### config.mk
export PLATFORM = sky130hd
export DESIGN_NAME = i2c_slave_option_control
export DESIGN_NICKNAME = d
export VERILOG_FILES = /design/src/i2c_opt_pkg.sv /design/src/i2c_slave_option_control.sv /design/src/pin_sync.sv
export SDC_FILE = /design/constraint.sdc
export NUM_CORES = 1
export LEC_CHECK = 0
export ABC_AREA = 1
export BUFFER_PORTS_ARGS = -buffer_cell sky130_fd_sc_hd__buf_4
export CORE_AREA = 10 10 112 114
export DETAILED_ROUTE_END_ITERATION = 8
export DIE_AREA = 0 0 122 124
export PLACE_DENSITY = 0.58
export SLEW_MARGIN = 20
export SYNTH_ARGS = -nofsm -noshare
export SYNTH_HDL_FRONTEND = slang
export SYNTH_SLANG_ARGS = --single-unit
### constraint.sdc
create_clock -name clk_i -period 2.1 [get_ports clk_i]
set_input_delay 0.525 -clock clk_i [delete_from_list [all_inputs] [get_ports clk_i]]
set_output_delay 0.525 -clock clk_i [all_outputs]
set_load 0.005 [all_outputs]
### src/i2c_opt_pkg.sv
// constants for the i2c slave option and status block
// assumes an 8-bit register port with a 3-bit word index
package i2c_opt_pkg;

  // register indices on the plain register port
  localparam logic [2:0] OFF_OPTION      = 3'h0;
  localparam logic [2:0] OFF_CONTROL_ONE = 3'h1;
  localparam logic [2:0] OFF_BUFFER      = 3'h2;
  localparam logic [2:0] OFF_ADDRESS     = 3'h3;
  localparam logic [2:0] OFF_IRQ_STATUS  = 3'h4;
  localparam logic [2:0] OFF_IRQ_MASK    = 3'h5;
  localparam logic [2:0] OFF_REQUEST     = 3'h6;
  localparam logic [2:0] OFF_STATUS      = 3'h7;

  // option control fields
  localparam int OPT_ACK_PHASE  = 7;
  localparam int OPT_COLL_DET   = 2;
  localparam int OPT_ADDR_HOLD  = 1;
  localparam int OPT_DATA_HOLD  = 0;
  localparam int OPT_OVERWRITE  = 4;
  localparam logic [6:0] OPTION_RESET = 7'h00;

  // port control one fields
  localparam int CTL_CLOCK_RELEASE = 4;
  localparam int CTL_ENABLE        = 5;
  localparam logic CLOCK_RELEASE_RESET = 1'b1;
  localparam logic ENABLE_RESET        = 1'b0;

  // interrupt status and mask fields
  localparam int IRQ_WIDTH     = 4;
  localparam int IRQ_BYTE      = 0;
  localparam int IRQ_COLLISION = 1;
  localparam int IRQ_HOLD      = 2;
  localparam int IRQ_STOP      = 3;
  localparam logic [3:0] IRQ_RESET = 4'h0;

  // status fields
  localparam int STAT_BUSY        = 0;
  localparam int STAT_BUFFER_FULL = 1;
  localparam int STAT_OVERFLOW    = 2;
  localparam int STAT_READ        = 3;

  // master sequence requests: ack, receive, stop, restart, start
  localparam int REQ_WIDTH = 5;
  localparam logic [4:0] REQ_RESET = 5'h00;

  localparam logic [7:0] BYTE_RESET    = 8'h00;
  localparam logic [3:0] BIT_LAST      = 4'h8;
  localparam logic [3:0] BIT_ACK       = 4'h9;
  localparam logic [3:0] BIT_FIRST     = 4'h0;

  typedef enum {ST_IDLE, ST_ADDR, ST_RX, ST_TX, ST_SKIP} link_state_t;

endpackage

### src/i2c_slave_option_control.sv
// i2c slave option control: clock stretching, ack phase flag, collision
// assumes open-drain scl/sda resolved outside; link clock slower than clk_i
// Summary of operation
// master sequence requests written while the port is busy are dropped, never queued
// shift buffer writes while the port is busy are ignored
// read-only ack phase flag, reset zero, set on eighth falling scl edge
// address hold: matching address byte clears clock release and holds scl low
// collision detect: sda low on scl rise while sending high raises collision flag
// ack phase flag works only with address hold or data hold enabled
// data hold: received data byte clears clock release and stretches scl low
`timescale 1ns/1ns
module i2c_slave_option_control (
  input  wire logic        clk_i,
  input  wire logic        arst_n_i,
  input  wire logic [2:0]  reg_addr_i,
  input  wire logic [7:0]  reg_wdata_i,
  input  wire logic        reg_we_i,
  input  wire logic        reg_re_i,
  output logic      [7:0]  reg_rdata_o,
  input  wire logic        scl_i,
  output logic             scl_o,
  output logic             scl_oe_o,
  input  wire logic        sda_i,
  output logic             sda_o,
  output logic             sda_oe_o,
  output logic             irq_o
);
  import i2c_opt_pkg::*;

  logic scl_lvl, scl_rise, scl_fall;
  logic sda_lvl, sda_rise, sda_fall;

  pin_sync u_scl_sync (
    .clk_i    (clk_i),
    .arst_n_i (arst_n_i),
    .pin_i    (scl_i),
    .level_o  (scl_lvl),
    .rise_o   (scl_rise),
    .fall_o   (scl_fall)
  );

  pin_sync u_sda_sync (
    .clk_i    (clk_i),
    .arst_n_i (arst_n_i),
    .pin_i    (sda_i),
    .level_o  (sda_lvl),
    .rise_o   (sda_rise),
    .fall_o   (sda_fall)
  );

  // register file state
  logic [6:0]           option_reg,  option_next;
  logic                 ack_phase_reg, ack_phase_next;
  logic                 release_reg, release_next;
  logic                 enable_reg,  enable_next;
  logic [7:0]           buffer_reg,  buffer_next;
  logic [7:0]           address_reg, address_next;
  logic [IRQ_WIDTH-1:0] irq_stat_reg, irq_stat_next;
  logic [IRQ_WIDTH-1:0] irq_mask_reg, irq_mask_next;
  logic [REQ_WIDTH-1:0] request_reg, request_next;
  logic                 full_reg,    full_next;
  logic                 overflow_reg, overflow_next;
  logic [7:0]           rdata_reg,   rdata_next;
  // link state
  link_state_t          state_reg,   state_next;
  logic [3:0]           bit_cnt_reg, bit_cnt_next;
  logic [7:0]           shift_reg,   shift_next;
  logic                 read_reg,    read_next;
  logic                 sda_low_reg, sda_low_next;
  logic                 tx_high_reg, tx_high_next;

  logic busy;
  logic start_seen;
  logic stop_seen;
  logic hold_on;
  logic addr_match;
  logic link_go;
  logic [7:0] status_word;

  // bus conditions are judged on the synchronised levels only
  assign busy        = (state_reg != ST_IDLE);
  assign start_seen  = sda_fall & scl_lvl;
  assign stop_seen   = sda_rise & scl_lvl;
  assign hold_on     = option_reg[OPT_ADDR_HOLD] | option_reg[OPT_DATA_HOLD];
  assign addr_match  = (shift_reg[7:1] == address_reg[7:1]);
  assign link_go     = enable_reg & ~start_seen & ~stop_seen;
  assign status_word = {4'h0, read_reg, overflow_reg, full_reg, busy};

  // software side first, link side after so hardware events win
  always_comb begin
    option_next    = option_reg;
    ack_phase_next = ack_phase_reg;
    release_next   = release_reg;
    enable_next    = enable_reg;
    buffer_next    = buffer_reg;
    address_next   = address_reg;
    irq_stat_next  = irq_stat_reg;
    irq_mask_next  = irq_mask_reg;
    request_next   = request_reg;
    full_next      = full_reg;
    overflow_next  = overflow_reg;
    rdata_next     = BYTE_RESET;
    state_next     = state_reg;
    bit_cnt_next   = bit_cnt_reg;
    shift_next     = shift_reg;
    read_next      = read_reg;
    sda_low_next   = sda_low_reg;
    tx_high_next   = tx_high_reg;

    if (reg_we_i) begin
      case (reg_addr_i)
        OFF_OPTION:      option_next = reg_wdata_i[6:0];
        OFF_CONTROL_ONE: begin
          release_next = reg_wdata_i[CTL_CLOCK_RELEASE];
          enable_next  = reg_wdata_i[CTL_ENABLE];
        end
        OFF_BUFFER: begin
          if (!busy) begin
            buffer_next = reg_wdata_i;
          end
        end
        OFF_ADDRESS:     address_next = reg_wdata_i;
        OFF_IRQ_STATUS:  irq_stat_next = irq_stat_reg & ~reg_wdata_i[IRQ_WIDTH-1:0];
        OFF_IRQ_MASK:    irq_mask_next = reg_wdata_i[IRQ_WIDTH-1:0];
        OFF_REQUEST: begin
          // no spooling: a busy port simply drops the request
          if (!busy) begin
            request_next = reg_wdata_i[REQ_WIDTH-1:0];
          end
        end
        default: ;
      endcase
    end

    // read data appears one cycle after the strobe
    if (reg_re_i) begin
      case (reg_addr_i)
        OFF_OPTION:      rdata_next = {ack_phase_reg, option_reg};
        OFF_CONTROL_ONE: rdata_next = {2'h0, enable_reg, release_reg, 4'h0};
        OFF_BUFFER: begin
          rdata_next = buffer_reg;
          full_next  = 1'b0;
        end
        OFF_ADDRESS:     rdata_next = address_reg;
        OFF_IRQ_STATUS:  rdata_next = {4'h0, irq_stat_reg};
        OFF_IRQ_MASK:    rdata_next = {4'h0, irq_mask_reg};
        OFF_REQUEST:     rdata_next = {3'h0, request_reg};
        OFF_STATUS:      rdata_next = status_word;
        default:         rdata_next = BYTE_RESET;
      endcase
    end

    if (!enable_reg) begin
      state_next     = ST_IDLE;
      sda_low_next   = 1'b0;
      tx_high_next   = 1'b0;
      ack_phase_next = 1'b0;
    end else if (start_seen) begin
      // a repeated start is taken like a first one
      state_next     = ST_ADDR;
      bit_cnt_next   = BIT_FIRST;
      sda_low_next   = 1'b0;
      tx_high_next   = 1'b0;
      ack_phase_next = 1'b0;
    end else if (stop_seen) begin
      state_next              = ST_IDLE;
      sda_low_next            = 1'b0;
      tx_high_next            = 1'b0;
      ack_phase_next          = 1'b0;
      irq_stat_next[IRQ_STOP] = 1'b1;
    end else begin
      case (state_reg)
        ST_ADDR, ST_RX: begin
          if (scl_rise && bit_cnt_reg < BIT_LAST) begin
            shift_next   = {shift_reg[6:0], sda_lvl};
            bit_cnt_next = 4'(bit_cnt_reg + 4'h1);
          end else if (scl_fall && bit_cnt_reg == BIT_LAST) begin
            bit_cnt_next   = BIT_ACK;
            ack_phase_next = hold_on;
            if (state_reg == ST_ADDR) begin
              if (addr_match) begin
                sda_low_next = 1'b1;
                read_next    = shift_reg[0];
                if (option_reg[OPT_ADDR_HOLD]) begin
                  release_next            = 1'b0;
                  irq_stat_next[IRQ_HOLD] = 1'b1;
                end
              end else begin
                state_next     = ST_SKIP;
                ack_phase_next = 1'b0;
              end
            end else begin
              // a full buffer keeps its byte unless overwrite is allowed
              if (full_reg && !option_reg[OPT_OVERWRITE]) begin
                overflow_next = 1'b1;
              end else begin
                buffer_next = shift_reg;
                full_next   = 1'b1;
              end
              sda_low_next            = 1'b1;
              irq_stat_next[IRQ_BYTE] = 1'b1;
              if (option_reg[OPT_DATA_HOLD]) begin
                release_next            = 1'b0;
                irq_stat_next[IRQ_HOLD] = 1'b1;
              end
            end
          end else if (scl_fall && bit_cnt_reg == BIT_ACK) begin
            ack_phase_next = 1'b0;
            bit_cnt_next   = BIT_FIRST;
            sda_low_next   = 1'b0;
            if (state_reg == ST_ADDR && read_reg) begin
              state_next   = ST_TX;
              shift_next   = buffer_reg;
              full_next    = 1'b0;
              sda_low_next = ~buffer_reg[7];
              tx_high_next = buffer_reg[7];
            end else begin
              state_next = ST_RX;
            end
          end
        end
        ST_TX: begin
          if (scl_rise && bit_cnt_reg < BIT_LAST) begin
            bit_cnt_next = 4'(bit_cnt_reg + 4'h1);
            // we let sda float high but the wire reads low
            if (tx_high_reg && !sda_lvl && option_reg[OPT_COLL_DET]) begin
              irq_stat_next[IRQ_COLLISION] = 1'b1;
              state_next                   = ST_SKIP;
              sda_low_next                 = 1'b0;
              tx_high_next                 = 1'b0;
            end
          end else if (scl_rise && bit_cnt_reg == BIT_ACK && sda_lvl) begin
            state_next     = ST_SKIP; // master refused further bytes
            ack_phase_next = 1'b0;
          end else if (scl_fall && bit_cnt_reg < BIT_LAST) begin
            shift_next   = {shift_reg[6:0], 1'b0};
            sda_low_next = ~shift_reg[6];
            tx_high_next = shift_reg[6];
          end else if (scl_fall && bit_cnt_reg == BIT_LAST) begin
            bit_cnt_next   = BIT_ACK;
            sda_low_next   = 1'b0;
            tx_high_next   = 1'b0;
            ack_phase_next = hold_on;
            irq_stat_next[IRQ_BYTE] = 1'b1;
          end else if (scl_fall && bit_cnt_reg == BIT_ACK) begin
            ack_phase_next = 1'b0;
            bit_cnt_next   = BIT_FIRST;
            shift_next     = buffer_reg;
            full_next      = 1'b0;
            sda_low_next   = ~buffer_reg[7];
            tx_high_next   = buffer_reg[7];
          end
        end
        ST_SKIP: ; // wait for stop or restart
        default: state_next = ST_IDLE;
      endcase
    end
  end

  // all state registered here; reset loads constants only
  always_ff @(posedge clk_i or negedge arst_n_i) begin
    if (!arst_n_i) begin
      option_reg    <= OPTION_RESET;
      ack_phase_reg <= 1'b0;
      release_reg   <= CLOCK_RELEASE_RESET;
      enable_reg    <= ENABLE_RESET;
      buffer_reg    <= BYTE_RESET;
      address_reg   <= BYTE_RESET;
      irq_stat_reg  <= IRQ_RESET;
      irq_mask_reg  <= IRQ_RESET;
      request_reg   <= REQ_RESET;
      full_reg      <= 1'b0;
      overflow_reg  <= 1'b0;
      rdata_reg     <= BYTE_RESET;
      state_reg     <= ST_IDLE;
      bit_cnt_reg   <= BIT_FIRST;
      shift_reg     <= BYTE_RESET;
      read_reg      <= 1'b0;
      sda_low_reg   <= 1'b0;
      tx_high_reg   <= 1'b0;
    end else begin
      option_reg    <= option_next;
      ack_phase_reg <= ack_phase_next;
      release_reg   <= release_next;
      enable_reg    <= enable_next;
      buffer_reg    <= buffer_next;
      address_reg   <= address_next;
      irq_stat_reg  <= irq_stat_next;
      irq_mask_reg  <= irq_mask_next;
      request_reg   <= request_next;
      full_reg      <= full_next;
      overflow_reg  <= overflow_next;
      rdata_reg     <= rdata_next;
      state_reg     <= state_next;
      bit_cnt_reg   <= bit_cnt_next;
      shift_reg     <= shift_next;
      read_reg      <= read_next;
      sda_low_reg   <= sda_low_next;
      tx_high_reg   <= tx_high_next;
    end
  end

  // open-drain pins: only ever pull low
  assign scl_o       = 1'b0;
  assign scl_oe_o    = enable_reg & ~release_reg;
  assign sda_o       = 1'b0;
  assign sda_oe_o    = sda_low_reg;
  assign reg_rdata_o = rdata_reg;
  assign irq_o       = |(irq_stat_reg & irq_mask_reg);
endmodule

### src/pin_sync.sv
// two-stage synchroniser with edge detection for one bus pin
// assumes the pin is asynchronous to clk_i and slower than clk_i
`timescale 1ns/1ns
module pin_sync (
  input  wire logic clk_i,
  input  wire logic arst_n_i,
  input  wire logic pin_i,
  output logic      level_o,
  output logic      rise_o,
  output logic      fall_o
);

  logic meta_reg;
  logic stable_reg;
  logic last_reg;

  // meta_reg feeds only stable_reg; edges come from later stages
  always_ff @(posedge clk_i or negedge arst_n_i) begin
    if (!arst_n_i) begin
      meta_reg   <= 1'b1;
      stable_reg <= 1'b1;
      last_reg   <= 1'b1;
    end else begin
      meta_reg   <= pin_i;
      stable_reg <= meta_reg;
      last_reg   <= stable_reg;
    end
  end

  // released bus idles high, so reset to one gives no false edge
  assign level_o = stable_reg;
  assign rise_o  = stable_reg & ~last_reg;
  assign fall_o  = ~stable_reg & last_reg;

endmodule

# Word-level counts from Yosys, hierarchy flattened
# Index checks and enable logic that the tools add are counted.
# Widths: inputs -> output; s select.
[classes]
n_addsub = 1
order_cmp = 1
n_eq_ne = 41
mux = 140
bitwise = 23
reduce_logical = 31
[ops]
columns = ["op", "count"]
rows = [
  ["$mux 32", 11],
  ["$mux 8", 21],
  ["$eq 32x2->1 const B", 3],
  ["$pmux 32 s3", 1],
  ["$mux 1", 86],
  ["$pmux 8 s8", 1],
  ["$mux 4", 12],
  ["$ne 6x6->1 const B", 7],
  ["$eq 32x1->1 const B", 1],
  ["$eq 32x3->1 const B", 1],
  ["$reduce_bool 32->1", 1],
  ["$ne 5x5->1 const B", 5],
  ["$reduce_and 8->1", 3],
  ["$pmux 8 s2", 1],
  ["$ne 3x3->1 const B", 5],
  ["$reduce_and 7->1", 2],
  ["$eq 3x3->1 const B", 4],
  ["$ne 4x4->1 const B", 3],
  ["$not 1->1", 12],
  ["$reduce_and 11->1", 1],
  ["$logic_and 1x1->1", 10],
  ["$pmux 1 s2", 5],
  ["$and 4x4->4", 2],
  ["$eq 4x4->1 const B", 2],
  ["other kinds (24)", 37],
]
[totals]
ff_bits = 102
in_bits = 17
out_inout_bits = 13
elab_cells = 261

# Longest topological paths before layout
# Gate-level depths: netlist of the first run.
[logic_depth]
ltp_word = 13
ltp_mapped = 11
mapped_depth_nobuf = 11

# Cells and area by module
# From an unflattened synthesis of the first run, not the netlist that was laid out.
[hier_totals]
hier_cells = 519
hier_area_um2 = 3928.8
[modules_own_cells]
columns = ["module", "n_inst", "cells_each", "area_per_inst_um2"]
rows = [
  ["i2c_slave_option_control", 1, 505, 3741.1],
  ["pin_sync", 2, 7, 93.8],
]

# Least setup slack after synthesis of the first run
# No wires, ideal clock.
[synth_timing]
kind = "register to register"
from = "register u_scl_sync.stable_reg, in the netlist u_scl_sync.level_o"
to = "register shift_reg[6]"
setup_time_ns = 0.123
arrival_ns = 1.478
t_required_ns = 1.977
setup_slack_ns = 0.498
stages_incl_launch_ff = 10
path_buffers = 2
period_less_slack_ns = 1.602
path_cell_list = "dfstp_2 -> buf_6 -> nand2_1 -> nor2_2 -> nor2_1 -> nand2_1 -> nand3_4 -> buf_8 -> nand2_2 -> o21ai_2"
[synth_between]
elab_chain_cells = 7
elab_cells_between_ends = 26
cone_classes = "eq/ne: 7; mux: 5; bitwise: 7; reduce/logical: 7"
[synth_lines]
columns = ["item", "line_no", "text"]
rows = [
  ["start: declaration", "pin_sync.sv:14", "logic stable_reg;"],
  ["start signal: assignment", "pin_sync.sv:25", "stable_reg <= meta_reg;"],
  ["$not 1->1", "pin_sync.sv:33", "assign fall_o = ~stable_reg & last_reg;"],
  ["$and 1x1->1", "pin_sync.sv:33", ""],
  ["$logic_and 1x1->1", "i2c_slave_option_control.sv:235", "end else if (scl_fall && bit_cnt_reg < BIT_LAST) begin"],
  ["$mux 8", "i2c_slave_option_control.sv:235", ""],
  ["$mux 8", "i2c_slave_option_control.sv:232", "end else if (scl_rise && bit_cnt_reg == BIT_ACK && sda_lvl) begin"],
  ["$mux 8", "i2c_slave_option_control.sv:223", "if (scl_rise && bit_cnt_reg < BIT_LAST) begin"],
  ["$pmux 8 s2", "i2c_slave_option_control.sv:172", "case (state_reg)"],
  ["end signal: assignment", "i2c_slave_option_control.sv:296", "shift_reg <= shift_next;"],
  ["end: declaration", "i2c_slave_option_control.sv:67", "logic [7:0] shift_reg, shift_next;"],
]
# Several ways; a longest one is shown, not always the timed one. The select of a mux whose other input is x is not followed.
# A chain may end at the register's enable or synchronous reset.

# Worst setup path in the final report of the first run
[layout_timing]
from = "register u_scl_sync.stable_reg, in the netlist u_scl_sync.level_o"
to = "register full_reg"
[layout_between]
elab_chain_cells = 12
elab_cells_between_ends = 23
cone_classes = "mux: 12; bitwise: 5; reduce/logical: 6"
[layout_lines]
columns = ["item", "line_no", "text"]
rows = [
  ["$not 1->1", "pin_sync.sv:33", ""],
  ["$and 1x1->1", "pin_sync.sv:33", ""],
  ["$logic_and 1x1->1", "i2c_slave_option_control.sv:207, i2c_slave_option_control.sv:245", ""],
  ["$mux 1", "i2c_slave_option_control.sv:245", "end else if (scl_fall && bit_cnt_reg == BIT_ACK) begin"],
  ["$mux 1", "i2c_slave_option_control.sv:239", "end else if (scl_fall && bit_cnt_reg == BIT_LAST) begin"],
  ["$mux 1", "i2c_slave_option_control.sv:235", ""],
  ["$mux 1", "i2c_slave_option_control.sv:232", ""],
  ["$mux 1", "i2c_slave_option_control.sv:223", ""],
  ["$pmux 1 s2", "i2c_slave_option_control.sv:172", ""],
  ["$mux 1", "i2c_slave_option_control.sv:165", "end else if (stop_seen) begin"],
  ["$mux 1 (*)", "i2c_slave_option_control.sv:158", "end else if (start_seen) begin"],
  ["$mux 1 (*)", "i2c_slave_option_control.sv:153", "if (!enable_reg) begin"],
  ["named net full_next", "i2c_slave_option_control.sv:61", "logic full_reg, full_next;"],
  ["end signal: assignment", "i2c_slave_option_control.sv:291", "full_reg <= full_next;"],
  ["end: declaration", "i2c_slave_option_control.sv:61", ""],
]
# Mark *: on every way through the listed nets, which the timed path passes. The rest lies on a longest branch.

==> impl_metrics.yaml, run 1 <==
finish:
  diodes: 0
  multiInputGateArea_um2: 1920
  seq_area_um2: 1840
  instances_no_fill: 710
  drive_gt1_share_pct: 19.7
  nets: 589
  layout_common_cells: "nand2_1, inv_1, dfrtp_1"
  final_common_cell: "nand2_1"
  fin_area_um2: 4720
  nFillCells: 1025
  areaGrowthSynthToFinish_pct: 15.1
yosys:
  synth.distinct_cells: 45
  ys_seq_elements: 73
  yosysSeqAreaShare_pct: 44.7
  syn_avg_cell_area_um2: 7.76
  synth_ff_type: "dfrtp_1"
  synth_edf_count: 0
  synth_area_um2: 4110
  syn-instance-count: 529
  ys_warn_count: 0
  async_flop_share_pct: 100
setup_path:
  reg2regPathDepth: 7
  cp_common_cell: "nand3_2"
  critPathCaptureType: "register"
  reg2reg_setup_slack_ns: 0.25
  worstSetupPathType: "reg -> reg"
  required_ns: 2.31
  cp_data_arrival_time_ns: 2.06
  cp-start-kind: "register"
  cpPeakStageDelay_ns: 0.63
  path_max_fanout: 17
  crit_chain: "nand3_2 -> nand2_1 -> inv_1 -> nand3_2 -> inv_2 -> nand2_2 -> o311ai_1"
  cp_slowest_cell: "dfstp_2"
detailed_routing:
  drt_first_pass_iters: 5
  drc: 0
  vias: 3647
  routedWlPerCell_um: 16.4
  drt_iter0_markers: 403
  post_drt_via_cell_ratio: 5.14
  route.antenna.remaining_nets: 0
  wirelength_um: 11600
cts:
  cts_buffer_depth: 2
  cts.sinks: 73
  holdBufCountCts: 0
  cts-htree-levels: 3
  cts_resized: 0
  cts_root_buffer: "clkbuf_8"
  cts_tree: "yes"
  numCtsBuffers: 9
  clkSlewWorstSetupHoldPaths_ns: 0.09
  post_cts_buffers: 0
  clk_latency_ns: 0.36
sta:
  worstMarginPinSlew_ns: 0.523
  period_share_pct: 88.2
  hold_viol: 0
  tns_ns: 0
  max_slew_margin_pct: 65.2
  setup_violations: 0
  min_period_ns: 1.85
  fmax_mhz: 540
  grt_setup_unrepaired: "false"
  setup_slack_ns: 0.247
  finalMaxSlewViolations: 0
  skew_ns: 0.00968
grt:
  grt_overflow: 0
  grt_first_pass_wirelength_um: 19000
  grt_max_degree: 39
  antenna_found_initial: 0
  grt_usage_pct: 16.0
  grt_pass1_vias: 3611
pwr:
  power.internal_mw: 2.67
  power_leakage_nw: 2.31
  switching_share_pct: 33.8
  ir_drop_mv: 0.396
  clkPwrFrac_pct: 30.4
  powerDensity_nw_per_um2: 854
  seqPwrFrac_pct: 46.1
  p_switching_mw: 1.36
  pwr-share-comb_pct: 23.4
place:
  place.gp.congestion: 0.961
  placed_cells: 693
  numPortBuffers: 27
  hpwl_um: 9120
  pre_cts_ws_ns: 0.201
  placed_area_um2: 4490
floorplan:
  num_rows: 37
  dieArea_um2: 15100
  fp.dieW_um: 122
  die_h_um: 124
  start_util_pct: 40.1
  io_pins: 30
  coreArea_um2: 10200
min_path:
  hp-class: "in -> async"
job:
  cap_violations: 0
status:
  outcome: "finished clean"
[metal layers]
layer	global-route usage [%]	wire length [um]	vias to the layer above
li1	-	-	1807
met1	20.9	5290	1698
met2	25.2	5380	111
met3	3.12	616	31
met4	6.86	337	0
met5	0	0	-
[cells by family after synthesis]
group | Yosys count | synth area share, %
and+or+nand+nor | 249 | 27.6
AOI/OAI and AO/OA | 118 | 17.5
buffers and inverters | 82 | 8.59
DFF | 73 | 44.7
xor gates and xnor gates | 3 | 0.640
adders and majority gates | 3 | 0.914
other | 1 | 0.0913
[cell type report]
cell class | instances | share of cell area, %
well taps | 136 | 3.60
clock buffers | 10 | 2.70
flip-flops and latches | 73 | 38.9
inverters | 73 | 5.88
clock inverters | 6 | 1.91
multi-input cells | 375 | 40.7
repair buffers | 37 | 6.41
[synthesized netlist by cell type, types with 2 or more instances]
master | n | area (um^2)
nand2_1 | 146 | 548
dfrtp_1 | 66 | 1650
inv_1 | 66 | 248
o21ai_0 | 65 | 325
nor2_1 | 34 | 128
nand3_1 | 31 | 155
o21ai_2 | 17 | 149
o22ai_1 | 10 | 62.6
a21oi_1 | 9 | 45.0
nor2_2 | 9 | 56.3
dfstp_2 | 7 | 184
nand2_2 | 6 | 37.5
nand3_2 | 6 | 60.1
inv_2 | 5 | 18.8
nand4_1 | 5 | 31.3
buf_4 | 4 | 30.0
a22oi_1 | 3 | 22.5
ha_1 | 3 | 37.5
nor3_1 | 3 | 15.0
o211ai_1 | 3 | 22.5
a211oi_1 | 2 | 15.0
a31oi_1 | 2 | 12.5
buf_6 | 2 | 22.5
clkbuf_1 | 2 | 7.51
nor2_4 | 2 | 22.5
xnor2_1 | 2 | 17.5
[power by group through the flow]
stage	clock network [mW]	logic, mW	registers, mW
after global placement	0	0.934	1.88
final	1.23	0.946	1.86
after global routing	1.31	1.09	1.89
after detailed placement	0	0.947	1.88
after CTS	1.26	0.952	1.86
after floorplan	0	0.656	1.81
[final timing paths]
check	from	end
max	u_scl_sync.level_o	full_reg
min	arst_n_i	irq_mask_reg[0]
max reg2reg	u_scl_sync.level_o	full_reg
min reg2reg	u_scl_sync.meta_reg	u_scl_sync.level_o
max in group asynchronous	arst_n_i	full_reg
min in group clk_i	scl_i	u_scl_sync.meta_reg
[through the flow]
step	util [%]	power (mW)	hold slack, ns
CTS	46.0	4.07	0.144
finish	46.2	4.04	0.130
global route	46.2	4.30	0.159
floorplan	-	2.46	0.229
detailed placement	43.9	2.83	0.348
global placement	43.9	2.81	0.347
[critical path, delay by kind of cell, from the launching register on]
family          cells  cell delay (ns)
simple gates        4             0.77
buf+inv             2             0.14
flops               1             0.63
compound gates      1             0.17
Power figures use the tool's default switching activity.
==> run 2, diff against run 1 <==
--- a/config.mk
+++ b/config.mk
@@ -11,5 +11,5 @@
 export DETAILED_ROUTE_END_ITERATION = 8
 export DIE_AREA = 0 0 122 124
-export PLACE_DENSITY = 0.58
+export PLACE_DENSITY = 0.6
 export SLEW_MARGIN = 20
 export SYNTH_ARGS = -nofsm -noshare
==> constraint.sdc (replaced) <==
create_clock -name clk_i -period 1.6 [get_ports clk_i]
set_input_delay 0.08 -clock clk_i [delete_from_list [all_inputs] [get_ports clk_i]]
set_output_delay 0.08 -clock clk_i [all_outputs]
set_load 0.005 [all_outputs]
==> impl_metrics.yaml, run 2 (same netlist as run 1, synthesis figures left out) <==
sta:
  setup_violations: 22
  fin_hold_ws_ns: 0.0140
  skew_ns: 0.0166
  hold_viol: 0
  grt_setup_unrepaired: "true"
  tns_ns: -1.03
  worstMarginPinSlew_ns: 0.501
  setup_slack_ns: -0.0915
  finalMaxSlewViolations: 0
  max_slew_margin_pct: 66.5
  fmax_mhz: 591
  period_share_pct: 106
  min_period_ns: 1.69
pwr:
  ir_drop_mv: 0.667
  powerDensity_nw_per_um2: 1020
  power_mw: 5.71
  power_leakage_nw: 2.68
floorplan:
  coreArea_um2: 10200
  dieArea_um2: 15100
  die_h_um: 124
  io_pins: 30
  start_util_pct: 40.1
  fp.dieW_um: 122
  num_rows: 37
setup_path:
  cpPeakStageDelay_ns: 0.57
  cp_slowest_cell: "dfstp_2"
  path_buf_inv: 2
  critPathCaptureType: "register"
  worstSetupPathType: "reg -> reg"
  crit_chain: "inv_4 -> nor2_4 -> nand3_2 -> nor2_2 -> buf_4 -> nand3_1 -> nand3_1 -> nand2_1 -> nand2_1"
  path_delay_family: "simple AND/OR/NAND/NOR gates"
  cp-start-kind: "register"
  path_max_fanout: 5
  cp_data_arrival_time_ns: 1.99
  required_ns: 1.90
status:
  violations: "setup timing"
  outcome: "complete, but fails checks"
detailed_routing:
  drt_first_pass_iters: 7
  drc: 0
  route.antenna.remaining_nets: 0
  drt_iter0_markers: 375
  routedWlPerCell_um: 16.2
  wirelength_um: 12600
  vias: 3979
  post_drt_via_cell_ratio: 5.11
cts:
  cts.sinks: 73
  clkSlewWorstSetupHoldPaths_ns: 0.09
  cts-htree-levels: 3
  cts_tree: "yes"
  cts_root_buffer: "clkbuf_8"
  numCtsBuffers: 9
  cts_buffer_depth: 2
  clk_latency_ns: 0.37
finish:
  final_common_cell: "nand2_1"
  nFillCells: 950
  drive_gt1_share_pct: 35.0
  diodes: 0
  utilization_pct: 54.5
  fin_area_um2: 5580
  areaGrowthSynthToFinish_pct: 35.8
  nets: 658
  layout_common_cells: "nand2_1, buf_4, dfrtp_1"
  instances_no_fill: 779
place:
  place.gp.congestion: 0.987
  numPortBuffers: 27
  hpwl_um: 9470
  placed_cells: 744
  pre_cts_ws_ns: -0.134
  placed_area_um2: 4890
grt:
  grt_max_degree: 32
  grt_overflow: 0
  grt_usage_pct: 17.1
  grt_first_pass_wirelength_um: 20300
  grt_pass1_vias: 3934
  antenna_found_initial: 0
min_path:
  hp-class: "in -> reg"
job:
  cap_violations: 0
[run 2: cell count changes in the layout (fill, tap and decap cells not counted), sizes merged]
| cell | change |
|---|---|
| dlygate4sd3 | +9 |
| nand3 | +1 |
| buf | +59 |
[run 2: path summary, 6_finish.rpt]
path	slack [ns]	from	cells past startpoint	endpoint
max	-0.09	u_scl_sync.last_reg	9	sda_oe_o
min	0.01	reg_wdata_i[6]	3	address_reg[6]
max reg2reg	-0.09	u_scl_sync.last_reg	9	sda_oe_o
min reg2reg	0.35	u_sda_sync.meta_reg	0	u_sda_sync.level_o
max in group asynchronous	0.80	arst_n_i	3	u_sda_sync.meta_reg
min in group asynchronous	0.19	arst_n_i	2	address_reg[6]
[run 2: per-layer routing]
metal | track usage, % | up-vias | wire, um
met5 | 0 | - | 0
met3 | 3.57 | 19 | 727
li1 | - | 1952 | -
met2 | 28.8 | 133 | 6220
met1 | 21.0 | 1875 | 5420
met4 | 6.48 | 0 | 245
[run 2: power by group]
group	internal (mW)	switching [mW]	total, mW	leakage (nW)
clock	0.884	0.751	1.63	0.107
combinational	0.688	0.920	1.61	1.65
sequential	2.17	0.295	2.46	0.920
[run 2: repair_timing]
item                                   4_1_cts  5_1_grt
endpoints found under the hold margin       48        0
hold buffers                                 9        0
resized for setup                           39       59
buffers inserted                             6        2
gates cloned                                 1        1
pin swaps                                   10       13
setup endpoints to repair                   31       37
[run 2: area by class of cell]
type	count	area, um^2	share of cell area (%)
multi-input combinational	376	2190	39.3
sequential	73	1840	33.0
timing repair buffer	105	875	15.7
inverter	73	284	5.09
tap	136	170	3.05
clock buffer	10	128	2.29
clock inverter	6	90.1	1.62
[run 2: worst register-to-register path: stages (launching register included)]
cell and delay, ns:
dfstp_2 0.57, inv_4 0.07, nor2_4 0.12, nand3_2 0.18, nor2_2 0.17, buf_4 0.14
nand3_1 0.12, nand3_1 0.14, nand2_1 0.06, nand2_1 0.05
